### config.mk
export PLATFORM = sky130hd
export DESIGN_NAME = msc_frame_sync
export DESIGN_NICKNAME = d
export VERILOG_FILES = /design/src/msc_pkg.sv /design/src/msc_pin_if.sv /design/src/msc_pin_sync.sv /design/src/msc_frame_sync.sv
export SDC_FILE = /design/constraint.sdc
export NUM_CORES = 1
export LEC_CHECK = 0
export ABC_AREA = 1
export BUFFER_PORTS_ARGS = -buffer_cell sky130_fd_sc_hd__buf_2
export CAP_MARGIN = 40
export CORE_ASPECT_RATIO = 0.75
export CORE_MARGIN = 2
export CORE_UTILIZATION = 55
export DETAILED_ROUTE_END_ITERATION = 8
export PLACE_DENSITY = 0.77
export REMOVE_ABC_BUFFERS = 1
export SETUP_SLACK_MARGIN = 0.05
export SYNTH_ARGS = -nofsm -noshare
export SYNTH_HDL_FRONTEND = slang
export SYNTH_SLANG_ARGS = --single-unit
### constraint.sdc
create_clock -name aclk -period 7.5 [get_ports aclk]
set_clock_uncertainty 0.15 [all_clocks]
set_input_delay 0.375 -clock aclk [delete_from_list [all_inputs] [get_ports aclk]]
set_output_delay 0.375 -clock aclk [all_outputs]
set_load 0.01 [all_outputs]
### src/msc_pkg.sv
package msc_pkg;

  // ***************************************************************
  // Register map
  // ***************************************************************
  localparam int MSC_ADDR_W = 4;
  localparam logic [3:0] MSC_OFS_CFG_A = 4'h0;
  localparam logic [3:0] MSC_OFS_CFG_B = 4'h4;
  localparam logic [3:0] MSC_OFS_STATUS = 4'h8;
  localparam logic [15:0] MSC_CFG_A_RST = 16'h0000;
  localparam logic [15:0] MSC_CFG_B_RST = 16'h0000;
  localparam logic [1:0] MSC_RESP_OKAY = 2'h0;
  localparam logic [1:0] MSC_RESP_SLVERR = 2'h2;

  // mf_sync_config_a fields
  localparam int MSC_A_DETECT_EN = 0;
  localparam int MSC_A_SRC_LO = 1;
  localparam int MSC_A_GUARD = 3;
  localparam int MSC_A_MOD_EN = 4;
  localparam int MSC_A_MOD_RATE = 5;
  localparam int MSC_A_LINE_EN = 6;
  localparam int MSC_A_LINE_RATE = 7;
  localparam int MSC_A_OFFSET_LO = 8;

  // mf_sync_config_b fields
  localparam int MSC_B_DELAY_LO = 0;
  localparam int MSC_B_LONG = 4;
  localparam int MSC_B_NT_MODE = 5;
  localparam int MSC_B_DRIVE_EN = 6;

  // ***************************************************************
  // Counter figures
  // ***************************************************************
  localparam logic [5:0] MSC_CNT_LAST = 6'h27;
  localparam logic [5:0] MSC_GUARD_LONG = 6'h27;
  localparam logic [5:0] MSC_GUARD_SHORT = 6'h07;
  localparam logic [6:0] MSC_CNT_SPAN = 7'h28;
  localparam logic [9:0] MSC_FLEN_MIN = 10'h004;

  typedef enum logic [1:0] {
    MSC_SRC_FRAME,
    MSC_SRC_SYNC_PIN,
    MSC_SRC_DATA_ONE,
    MSC_SRC_MF_IN
  } msc_src_t;

endpackage : msc_pkg

### src/msc_pin_if.sv
`timescale 1ns/10ps
interface msc_pin_if;
  logic c4_fall;
  logic frame_s;
  logic sync_s;
  logic data_s;

  modport src (
    output c4_fall,
    output frame_s,
    output sync_s,
    output data_s
  );

  modport dst (
    input c4_fall,
    input frame_s,
    input sync_s,
    input data_s
  );
endinterface : msc_pin_if

### src/msc_pin_sync.sv
`timescale 1ns/10ps
module msc_pin_sync (
  // Clock and reset
  input wire logic aclk,
  input wire logic aresetn,
  // Raw pins
  input wire logic pcm_double_bit_clock,
  input wire logic frame_pin,
  input wire logic sync_pin,
  input wire logic data_pin,
  // Synchronised view
  msc_pin_if.src pins
);
  import msc_pkg::*;

  typedef struct packed {
    logic [3:0] ff1;
    logic [3:0] ff2;
    logic c4_last;
    logic fall;
  } msc_sync_t;

  msc_sync_t s;
  msc_sync_t next_s;

  always_comb begin
    next_s = s;
    // First stage feeds the second stage only
    next_s.ff1 = {pcm_double_bit_clock, frame_pin, sync_pin, data_pin};
    next_s.ff2 = s.ff1;
    next_s.c4_last = s.ff2[3];
    next_s.fall = s.c4_last & ~s.ff2[3];
  end

  always_ff @(posedge aclk) begin
    if (!aresetn) begin
      s <= '0;
    end else begin
      s <= next_s;
    end
  end

  assign pins.c4_fall = s.fall;
  assign pins.frame_s = s.ff2[2];
  assign pins.sync_s = s.ff2[1];
  assign pins.data_s = s.ff2[0];

endmodule : msc_pin_sync

### src/msc_frame_sync.sv
// The register offsets and register access over AXI4-Lite were chosen for this implementation.
`timescale 1ns/10ps
// Functional notes
// - Frame counter steps on every frame pulse and wraps 39 to 0.
// - A qualified sync event resets the counter, aligning it to the source.
// - Detection off: counter runs free, pulses still generated.
// - Detection and resets only while the detect enable bit is set.
// - Sync source is frame pulse, sync pin, data line one or mf_sync_in.
// - Source sampled delay+1 bit-clock periods after frame start, delay 0..15.
// - Event only when sample differs from previous frame's sample.
// - Event closes window; reopens at count 39, or 7 with guard bit set.
// - Reset needs enable, open window, elapsed delay and changed input together.
// - On data line one an even delay lands the sample in a bit cell.
// - Frame pulse high one bit-clock period, or two with long bit set.
// - Modification adds one period every 40th frame, or every 8th frame.
// - Long pulse moves leading edge earlier; mark delays trailing edge.
// - Frame alignment taken at first falling bit-clock edge in high time; while driving the pin, frame start runs on the learned length.
// - Line sync pulse delivered only while line sync enable is set.
// - Line sync pulse every 40th or 8th frame per rate bit.
// - Line sync shifted by signed offset of -4..+3 frames.
// - Line sync applied only when line is in network-side mode.
module msc_frame_sync (
  // Clock and reset
  input wire logic aclk,
  input wire logic aresetn,
  // AXI4-Lite write
  input wire logic [msc_pkg::MSC_ADDR_W-1:0] s_axi_awaddr,
  input wire logic s_axi_awvalid,
  output logic s_axi_awready,
  input wire logic [31:0] s_axi_wdata,
  input wire logic [3:0] s_axi_wstrb,
  input wire logic s_axi_wvalid,
  output logic s_axi_wready,
  output logic [1:0] s_axi_bresp,
  output logic s_axi_bvalid,
  input wire logic s_axi_bready,
  // AXI4-Lite read
  input wire logic [msc_pkg::MSC_ADDR_W-1:0] s_axi_araddr,
  input wire logic s_axi_arvalid,
  output logic s_axi_arready,
  output logic [31:0] s_axi_rdata,
  output logic [1:0] s_axi_rresp,
  output logic s_axi_rvalid,
  input wire logic s_axi_rready,
  // PCM bus
  input wire logic pcm_double_bit_clock,
  input wire logic pcm_frame_pulse_i,
  output logic pcm_frame_pulse_o,
  output logic pcm_frame_pulse_oe,
  input wire logic pcm_data_line_one,
  // Sync inputs
  input wire logic sync_in,
  input wire logic mf_sync_in,
  // Line interface
  output logic mf_sync_to_line
);
  import msc_pkg::*;

  // ***************************************************************
  // State
  // ***************************************************************
  typedef struct packed {
    logic [15:0] cfg_a;
    logic [15:0] cfg_b;
    logic awready;
    logic aw_got;
    logic [MSC_ADDR_W-1:0] awaddr;
    logic wready;
    logic w_got;
    logic [31:0] wdata;
    logic [3:0] wstrb;
    logic bvalid;
    logic [1:0] bresp;
    logic arready;
    logic rvalid;
    logic [1:0] rresp;
    logic [31:0] rdata;
    logic fp_prev;
    logic [9:0] pos;
    logic [9:0] flen;
    logic [5:0] cnt;
    logic win;
    logic samp_prev;
    logic aligned;
    logic fp_out;
    logic line_pulse;
  } msc_state_t;

  msc_state_t s;
  msc_state_t next_s;
  msc_pin_if pins ();

  msc_pin_sync u_sync (
    .aclk(aclk),
    .aresetn(aresetn),
    .pcm_double_bit_clock(pcm_double_bit_clock),
    .frame_pin(pcm_frame_pulse_i),
    .sync_pin(sync_in),
    .data_pin(pcm_data_line_one),
    .pins(pins)
  );

  // ***************************************************************
  // Configuration views
  // ***************************************************************
  logic detect_en;
  msc_src_t src_sel;
  logic guard_sel;
  logic mod_en;
  logic mod_rate;
  logic line_en;
  logic line_rate;
  logic [2:0] line_offset;
  logic [3:0] sample_delay;
  logic pulse_long;
  logic nt_mode;

  assign detect_en = s.cfg_a[MSC_A_DETECT_EN];
  assign src_sel = msc_src_t'(s.cfg_a[MSC_A_SRC_LO +: 2]);
  assign guard_sel = s.cfg_a[MSC_A_GUARD];
  assign mod_en = s.cfg_a[MSC_A_MOD_EN];
  assign mod_rate = s.cfg_a[MSC_A_MOD_RATE];
  assign line_en = s.cfg_a[MSC_A_LINE_EN];
  assign line_rate = s.cfg_a[MSC_A_LINE_RATE];
  assign line_offset = s.cfg_a[MSC_A_OFFSET_LO +: 3];
  assign sample_delay = s.cfg_b[MSC_B_DELAY_LO +: 4];
  assign pulse_long = s.cfg_b[MSC_B_LONG];
  assign nt_mode = s.cfg_b[MSC_B_NT_MODE];

  function automatic logic [15:0] merge16(input logic [15:0] old, input logic [31:0] d,
                                          input logic [3:0] strb);
    logic [15:0] r;
    r = old;
    if (strb[0]) begin
      r[7:0] = d[7:0];
    end
    if (strb[1]) begin
      r[15:8] = d[15:8];
    end
    return r;
  endfunction : merge16

  // ***************************************************************
  // Frame timing helpers
  // ***************************************************************
  logic fstart;
  logic take;
  logic src_val;
  logic sync_evt;
  logic [9:0] pn;
  logic [5:0] cnt_after;
  logic [5:0] guard_target;
  logic [6:0] adj_raw;
  logic [6:0] adj;
  logic mark_mod;
  logic mark_line;

  always_comb begin
    // Frame aligned at the first falling edge seen high; while we drive the pin our own
    // early edge would pull us forward, so run on the learned length instead
    fstart = pins.c4_fall & ((s.cfg_b[MSC_B_DRIVE_EN] & (s.flen >= MSC_FLEN_MIN)) ?
                             (s.pos + 10'h001 == s.flen) : (pins.frame_s & ~s.fp_prev));
    pn = fstart ? 10'h000 : ((s.pos == 10'h3FF) ? s.pos : s.pos + 10'h001);
    // Even delays hit data bit cells on data line one
    take = pins.c4_fall & ~fstart & (pn == {5'h00, 1'b0, sample_delay} + 10'h001);
    unique case (src_sel)
      MSC_SRC_FRAME: src_val = pins.frame_s;
      MSC_SRC_SYNC_PIN: src_val = pins.sync_s;
      MSC_SRC_DATA_ONE: src_val = pins.data_s;
      MSC_SRC_MF_IN: src_val = mf_sync_in;
    endcase
    sync_evt = detect_en & s.win & take & (src_val != s.samp_prev);
    cnt_after = (s.cnt == MSC_CNT_LAST) ? 6'h00 : s.cnt + 6'h01;
    guard_target = guard_sel ? MSC_GUARD_SHORT : MSC_GUARD_LONG;
    mark_mod = mod_rate ? (cnt_after[2:0] == 3'h0) : (cnt_after == 6'h00);
    // Offset folded back into 0..39
    adj_raw = {1'b0, cnt_after} + MSC_CNT_SPAN - {{4{line_offset[2]}}, line_offset};
    if (adj_raw >= (MSC_CNT_SPAN << 1)) begin
      adj = adj_raw - (MSC_CNT_SPAN << 1);
    end else if (adj_raw >= MSC_CNT_SPAN) begin
      adj = adj_raw - MSC_CNT_SPAN;
    end else begin
      adj = adj_raw;
    end
    mark_line = line_rate ? (adj[2:0] == 3'h0) : (adj == 7'h00);
  end

  // ***************************************************************
  // Next state
  // ***************************************************************
  always_comb begin
    next_s = s;

    // Write channel: address and data taken in either order
    if (s_axi_awvalid && s.awready) begin
      next_s.aw_got = 1'b1;
      next_s.awaddr = s_axi_awaddr;
    end
    if (s_axi_wvalid && s.wready) begin
      next_s.w_got = 1'b1;
      next_s.wdata = s_axi_wdata;
      next_s.wstrb = s_axi_wstrb;
    end
    if (s.aw_got && s.w_got && !s.bvalid) begin
      next_s.aw_got = 1'b0;
      next_s.w_got = 1'b0;
      next_s.bvalid = 1'b1;
      next_s.bresp = MSC_RESP_OKAY;
      unique case (s.awaddr)
        MSC_OFS_CFG_A: next_s.cfg_a = merge16(s.cfg_a, s.wdata, s.wstrb);
        MSC_OFS_CFG_B: next_s.cfg_b = merge16(s.cfg_b, s.wdata, s.wstrb);
        MSC_OFS_STATUS: next_s.bresp = MSC_RESP_OKAY;
        default: next_s.bresp = MSC_RESP_SLVERR;
      endcase
    end
    if (s.bvalid && s_axi_bready) begin
      next_s.bvalid = 1'b0;
    end
    next_s.awready = ~next_s.aw_got & ~next_s.bvalid;
    next_s.wready = ~next_s.w_got & ~next_s.bvalid;

    // Read channel
    if (s_axi_arvalid && s.arready) begin
      next_s.rvalid = 1'b1;
      next_s.rresp = MSC_RESP_OKAY;
      unique case (s_axi_araddr)
        MSC_OFS_CFG_A: next_s.rdata = {16'h0000, s.cfg_a};
        MSC_OFS_CFG_B: next_s.rdata = {16'h0000, s.cfg_b};
        MSC_OFS_STATUS: next_s.rdata = {14'h0000, s.flen, s.aligned, s.win, s.cnt};
        default: begin
          next_s.rdata = 32'h00000000;
          next_s.rresp = MSC_RESP_SLVERR;
        end
      endcase
    end else if (s.rvalid && s_axi_rready) begin
      next_s.rvalid = 1'b0;
    end
    next_s.arready = ~next_s.rvalid;

    // Frame position within the PCM frame, counted in bit-clock periods
    if (pins.c4_fall) begin
      next_s.fp_prev = pins.frame_s;
      next_s.pos = pn;
      if (fstart) begin
        next_s.flen = s.pos + 10'h001;
      end
    end

    // Counter and detection window
    next_s.line_pulse = 1'b0;
    if (fstart) begin
      next_s.cnt = cnt_after;
      next_s.line_pulse = line_en & nt_mode & mark_line;
    end
    if (take) begin
      next_s.samp_prev = src_val;
    end
    if (sync_evt) begin
      next_s.cnt = 6'h00;
      next_s.win = 1'b0;
      next_s.aligned = 1'b1;
    end else if (s.cnt == guard_target) begin
      next_s.win = 1'b1;
    end
    if (!detect_en) begin
      next_s.aligned = 1'b0;
    end

    // Outgoing frame pulse, built per bit-clock period
    if (pins.c4_fall) begin
      if (s.flen < MSC_FLEN_MIN) begin
        next_s.fp_out = 1'b0;
      end else if (fstart) begin
        next_s.fp_out = mod_en & mark_mod;
      end else begin
        next_s.fp_out = (pn == s.flen - 10'h001) |
                        (pulse_long & (pn == s.flen - 10'h002));
      end
    end
  end

  always_ff @(posedge aclk) begin
    if (!aresetn) begin
      s <= '0;
      s.cfg_a <= MSC_CFG_A_RST;
      s.cfg_b <= MSC_CFG_B_RST;
      s.win <= 1'b1;
    end else begin
      s <= next_s;
    end
  end

  // ***************************************************************
  // Outputs
  // ***************************************************************
  assign s_axi_awready = s.awready;
  assign s_axi_wready = s.wready;
  assign s_axi_bresp = s.bresp;
  assign s_axi_bvalid = s.bvalid;
  assign s_axi_arready = s.arready;
  assign s_axi_rdata = s.rdata;
  assign s_axi_rresp = s.rresp;
  assign s_axi_rvalid = s.rvalid;
  assign pcm_frame_pulse_o = s.fp_out;
  assign pcm_frame_pulse_oe = s.cfg_b[MSC_B_DRIVE_EN];
  assign mf_sync_to_line = s.line_pulse;
endmodule : msc_frame_sync

## Word-level counts from Yosys, hierarchy flattened

Index checks and enable logic that the tools add are counted.

| storage, ports and cells | value |
|---|---|
| input port bits | 56 |
| memories kept | 0 |
| bits in latches | 0 |
| bits in writable memories | 0 |
| bits in registers | 157 |
| ROM bits | 0 |

| operators by class | value |
|---|---|
| reductions and logical operators | 26 |
| shift-type cells | 0 |
| divide/modulo/power cells | 0 |
| mux-type cells | 25 |
| add/sub/neg operators | 9 |
| multipliers | 0 |
| equal/unequal tests | 15 |
| order comparisons | 4 |
| bitwise logic cells | 24 |

Operators with widths:

| cell | number |
|---|---|
| 18-bit case mux with 3 select lines | 1 |
| 37-bit two-way mux | 1 |
| 10-bit equality test | 3 |
| 10-bit two-way mux | 2 |
| 1-bit AND | 15 |
| 7-bit two-way mux | 2 |
| 1-bit two-way mux | 12 |
| 6-bit two-way mux | 2 |
| 3-bit AND reduction | 4 |
| 10-bit by 1-bit adder with 10-bit output (second input constant) | 1 |
| 10-bit equality test (second input constant) | 1 |
| 10-bit by 5-bit equality test with 1-bit output | 1 |
| 10-bit by 3-bit >= comparator with 1-bit output (second input constant) | 1 |
| 10-bit by 3-bit less-than comparator with 1-bit output (second input constant) | 1 |
| 10-bit by 1-bit subtractor with 10-bit output (second input constant) | 1 |
| 10-bit by 2-bit subtractor with 10-bit output (second input constant) | 1 |
| 4-bit by 3-bit equality test with 1-bit output (second input constant) | 2 |
| 4-bit equality test (second input constant) | 2 |
| 4-bit zero test | 2 |
| 1-bit inverter | 8 |
| 6-bit by 6-bit adder with 7-bit output (second input constant) | 1 |
| 7-bit by 6-bit >= comparator with 1-bit output (second input constant) | 1 |
| 7-bit >= comparator (second input constant) | 1 |
| 1-bit logical AND | 7 |
| other kinds (24) | 30 |

## Logic depth before layout (Yosys ltp)

| depth | value |
|---|---|
| depth after elaboration | 10 |
| mapped depth | 24 |
| depth with buffers taken out | 23 |

## By module

Synthesis repeated with hierarchy kept, for this count alone.

| second synthesis, totals | value |
|---|---|
| cells, all modules | 999 |
| area total of the unflattened synthesis | 6,756.5 sq um |

Modules (own cells, without submodules):

| module | seq. area each (sq um) | cells each | area each (sq um) | times used |
|---|---|---|---|---|
| msc_frame_sync | 2,262.2 | 968 | 6,465.0 | 1 |
| msc_pin_sync | 200.2 | 31 | 291.5 | 1 |

## Worst setup path after synthesis

No wires, ideal clock.

| timing | value |
|---|---|
| kind | reg-to-reg |
| from | register s[5] in the netlist's numbering |
| to | register s (netlist bit mf_sync_to_line) |
| path slack | 4,143 ps |
| data arrival time | 3,115 ps |
| cell stages (with the launch flop) | 24 |
| data required time | 7,258 ps |
| path through | dfxtp_1 -> ha_1 -> nand3_1 -> nor3_1 -> inv_1 -> nand2_1 -> ha_1 -> inv_1 -> ha_1 -> inv_1 -> fa_1 -> o21ai_0 -> xnor2_1 -> inv_1 -> ha_1 -> nand2_1 -> nand2_1 -> a21oi_1 -> nand3_1 -> nand2_1 -> o211ai_1 -> a21oi_1 -> nor2_1 -> nor4_1 |

| between the ends | value |
|---|---|
| word-level cells in the longest chain between the ends | 10 |
| elaborated cells on any way between the ends | 15 |

RTL lines:

| item | line | text |
|---|---|---|
| start, declared | msc_frame_sync.sv:89 | `msc_state_t s;` |
| start signal, assigned | msc_frame_sync.sv:289 | `s <= next_s;` |
| 6-bit by 1-bit adder with 6-bit output / 6-bit equality test (equally long branches) | msc_frame_sync.sv:173 | `cnt_after = (s.cnt == MSC_CNT_LAST) ? 6'h00 : s.cnt + 6'h01;` |
| 6-bit two-way mux (*) | msc_frame_sync.sv:173 |  |
| 6-bit by 6-bit adder with 7-bit output (*) | msc_frame_sync.sv:177 | `adj_raw = {1'b0, cnt_after} + MSC_CNT_SPAN - {{4{line_offset[2]}}, line_offset};` |
| 7-bit subtractor (*) | msc_frame_sync.sv:177 |  |
| 7-bit by 6-bit subtractor with 7-bit output / 7-bit by 6-bit >= comparator with 1-bit output (equally long branches) | msc_frame_sync.sv:181, msc_frame_sync.sv:180 |  |
| 7-bit two-way mux | msc_frame_sync.sv:180 | `end else if (adj_raw >= MSC_CNT_SPAN) begin` |
| 7-bit two-way mux (*) | msc_frame_sync.sv:178 | `if (adj_raw >= (MSC_CNT_SPAN << 1)) begin` |
| 7-bit zero test / 3-bit zero test (equally long branches) | msc_frame_sync.sv:185 | `mark_line = line_rate ? (adj[2:0] == 3'h0) : (adj == 7'h00);` |
| 1-bit two-way mux (*) | msc_frame_sync.sv:185 |  |
| 1-bit AND (*) | msc_frame_sync.sv:253 | `next_s.line_pulse = line_en & nt_mode & mark_line;` |

Mark *: on every way between the ends. The rest lies on a longest branch, timed or not.
A chain may end at the register's enable or synchronous reset.

## Final worst setup path

| timing | value |
|---|---|
| from | register s[6] in the netlist's numbering |
| to | register s (netlist bit mf_sync_to_line) |

The elaborated chain is that of the path after synthesis.

==> results.ini <==
[clocking]
insertion_delay_ns=0.42
clock_sinks=123
cts_made_buffers=17
cts_resized=0
htree_levels=4
cts_tree=yes
root_buffer=clkbuf_16
path_clk_slew_ns=0.06
clk_path_buf_depth=2

[floorplanning]
rows=34
design.core.area_um2=11700
io_pins=100
initial_core_util_pct=57.0
die_w_um=131
dieArea_um2=13000
dieHeight_um=99.3

[detailed_routing]
drc=0
post_drt_wl_per_cell_um=13.9
vias=6257
wl_mm=16.7
dr.pass1.iters=5
vias_per_cell=5.23
ant_nets=0
drt_iter0_markers=475

[global_route]
grt_max_degree=86
grt_pass1_wl_mm=27.4
grt_pass1_vias=5625
grt_usage_pct=26.3
antenna_found_initial=0
grt_remaining_overflow=0

[final_layout]
n_antenna_cell=0
layout_commonest_cell=nand2_1
multi_input_area_um2=3450
finalNonFillerCells=1197
final_area_um2=7500
layout.nets=1103
nFillCells=1073
drive_above_1_share_pct=11.3
seq_area_um2=2460
final_cell_mix=nand2_1 (241), nor2_1 (129), dfxtp_1 (123), inv_1 (104)
areaGrowthSynthToFinish_pct=12.6

[setup_path]
cp_common_cell=ha_1
critPathMaxStageDelay_ns=0.44
startpoint_type=flip-flop
worst-setup-path-type=reg -> reg
crit_path_end_kind=flip-flop
path_buf_inv=3
critPathRequiredTime_ns=7.67
r2r_cells=21
worst_path_max_delay_cell=dfxtp_1
arrival_ns=4.03
cp_cell_sequence=ha_1 -> nand3_1 -> nor3_1 -> inv_1 -> nand3_1 -> ha_1 -> inv_1 -> ha_1 -> a21oi_1 -> nand2_1 -> or2_2 -> nand2_1 -> inv_1 -> ha_1 -> nor2_1 -> o21ai_0 -> a21oi_1 -> o211ai_1 -> a21oi_1 -> nor2_1 -> nor4_1
path_max_fanout=7
path_depth=21
crit_family=simple AND/OR/NAND/NOR gates

[run]
cap_violations=0

[sta]
rsz0062_at_grt=false
period_share_pct=51.5
tightest_slew_ns=0.896
clock.fmax_ghz=0.259
layout_min_cycle_time_ns=3.86
setup_viol_count_final=0
tns_ns=0
fin_hold_ws_ns=0.0246
slew_violations=0
hold_violations=0
max-slew-margin-rel_pct=40.1

[status]
status=completed

[placed_design]
port_buffers=65
placedCellCount=1162
finalWeightedCongestion=0.939
hpwlAfterDp_mm=11.9
postPlaceCellArea_um2=6880

[yosys]
yosys.area.top_type=dfxtp_1
synth_seq_cells=123
ys_types=39
yosys.area.top_type_share_pct=37.0
syn_area_per_cell_um2=6.78
syn-cell-area_um2=6660
ys_top_cells_by_area=dfxtp_1 (37%), nand2_1 (14%), nor2_1 (7.3%)
synth_cells=983
ys_warn_count=0
yosysSeqAreaShare_pct=37.0

[min_path]
worst_hold_path_type=in -> reg
min_path_cells=3

[power]
power_density_nw_per_um2=212
power_leakage_nw=3.46
vdd_ir_drop_max_mv=0.193

stage by stage:
stage	setup WS [ns]	total power, mW	utilization, %
after floorplan	4.14	0.744	-
after global placement	3.79	0.778	58.7
after detailed placement	3.71	0.780	58.8
after CTS	3.69	1.59	64.1
after global routing	3.18	1.64	64.1
final	3.64	1.59	64.1
layer usage:
metal,global-route usage [%],vias up,routed length (um),share of wire (%)
li1,-,3194,-,-
met1,38.8,2822,8510,51
met2,38.9,223,6790,41
met3,5.86,18,1150,6.9
met4,6.86,0,202,1.2
met5,0,-,0,0
worst min-delay path: cells and delay by family:
kind / cells / cell delay [ns]
buf+inv: 2 / 0.13
simple gates: 1 / 0.05
synthesized netlist by cell type, drive strengths merged:
cell type / instances
ha: 24
nand4: 5
and2: 1
nand3b: 5
buf: 45
o21ai: 79
xnor2: 8
a21oi: 78
clkinv: 2
a32oi: 1
a21boi: 1
nor3: 10
xor2: 21
nor3b: 1
o221ai: 9
a211oi: 2
inv: 107
o22ai: 1
clkbuf: 21
o211ai: 10
fa: 1
nand2: 246
dfxtp: 123
nand3: 44
a31oi: 1
o21bai: 1
or2: 3
nor4: 1
conb: 1
nor2: 131
state kept, by name, summed over array words and instances (netlist names), 3 cells and up:
signal,count
s_axi_rdata,18
u_sync.next_s,5
s,74
line_offset,3
cells by family after synthesis:
kind of cell,Yosys count,synth area share (%)
flops,123,37.0
fa+ha+maj,25,4.81
compound gates,183,14.9
buf+inv,175,12.1
other cells,1,0.0563
xor+xnor,29,3.81
simple gates,447,27.4
path summary, 6_finish.rpt:
path | from | end | slack (ns)
setup reg to reg | s[6] | mf_sync_to_line | 3.64
hold reg to reg | u_sync.next_s[4] | u_sync.pins.frame_s | 0.26
setup / recovery | s[6] | mf_sync_to_line | 3.64
hold / removal | pcm_data_line_one | u_sync.next_s[2] | 0.02
where the power goes:
part | internal (mW) | switching, mW | leakage, nW
Combinational | 0.0301 | 0.0592 | 2.17
Sequential | 0.670 | 0.0106 | 0.998
Clock | 0.479 | 0.339 | 0.293
final cells by class:
type                    instances  share of cell area [%]
clock buffers                  18                    5.85
clock inverters                14                    2.02
inverters                     109                    5.45
multi-input cells             700                    46.1
flip-flops and latches        123                    32.8
well taps                     162                    2.70
repair buffers                 71                    5.09
repair_timing:
item | in CTS | in global routing
hold buffers | 3 | 0
endpoints found under the hold margin | 3 | 0
buffers inserted | 0 | 0
No activity file was read; power rests on OpenSTA's default activity.
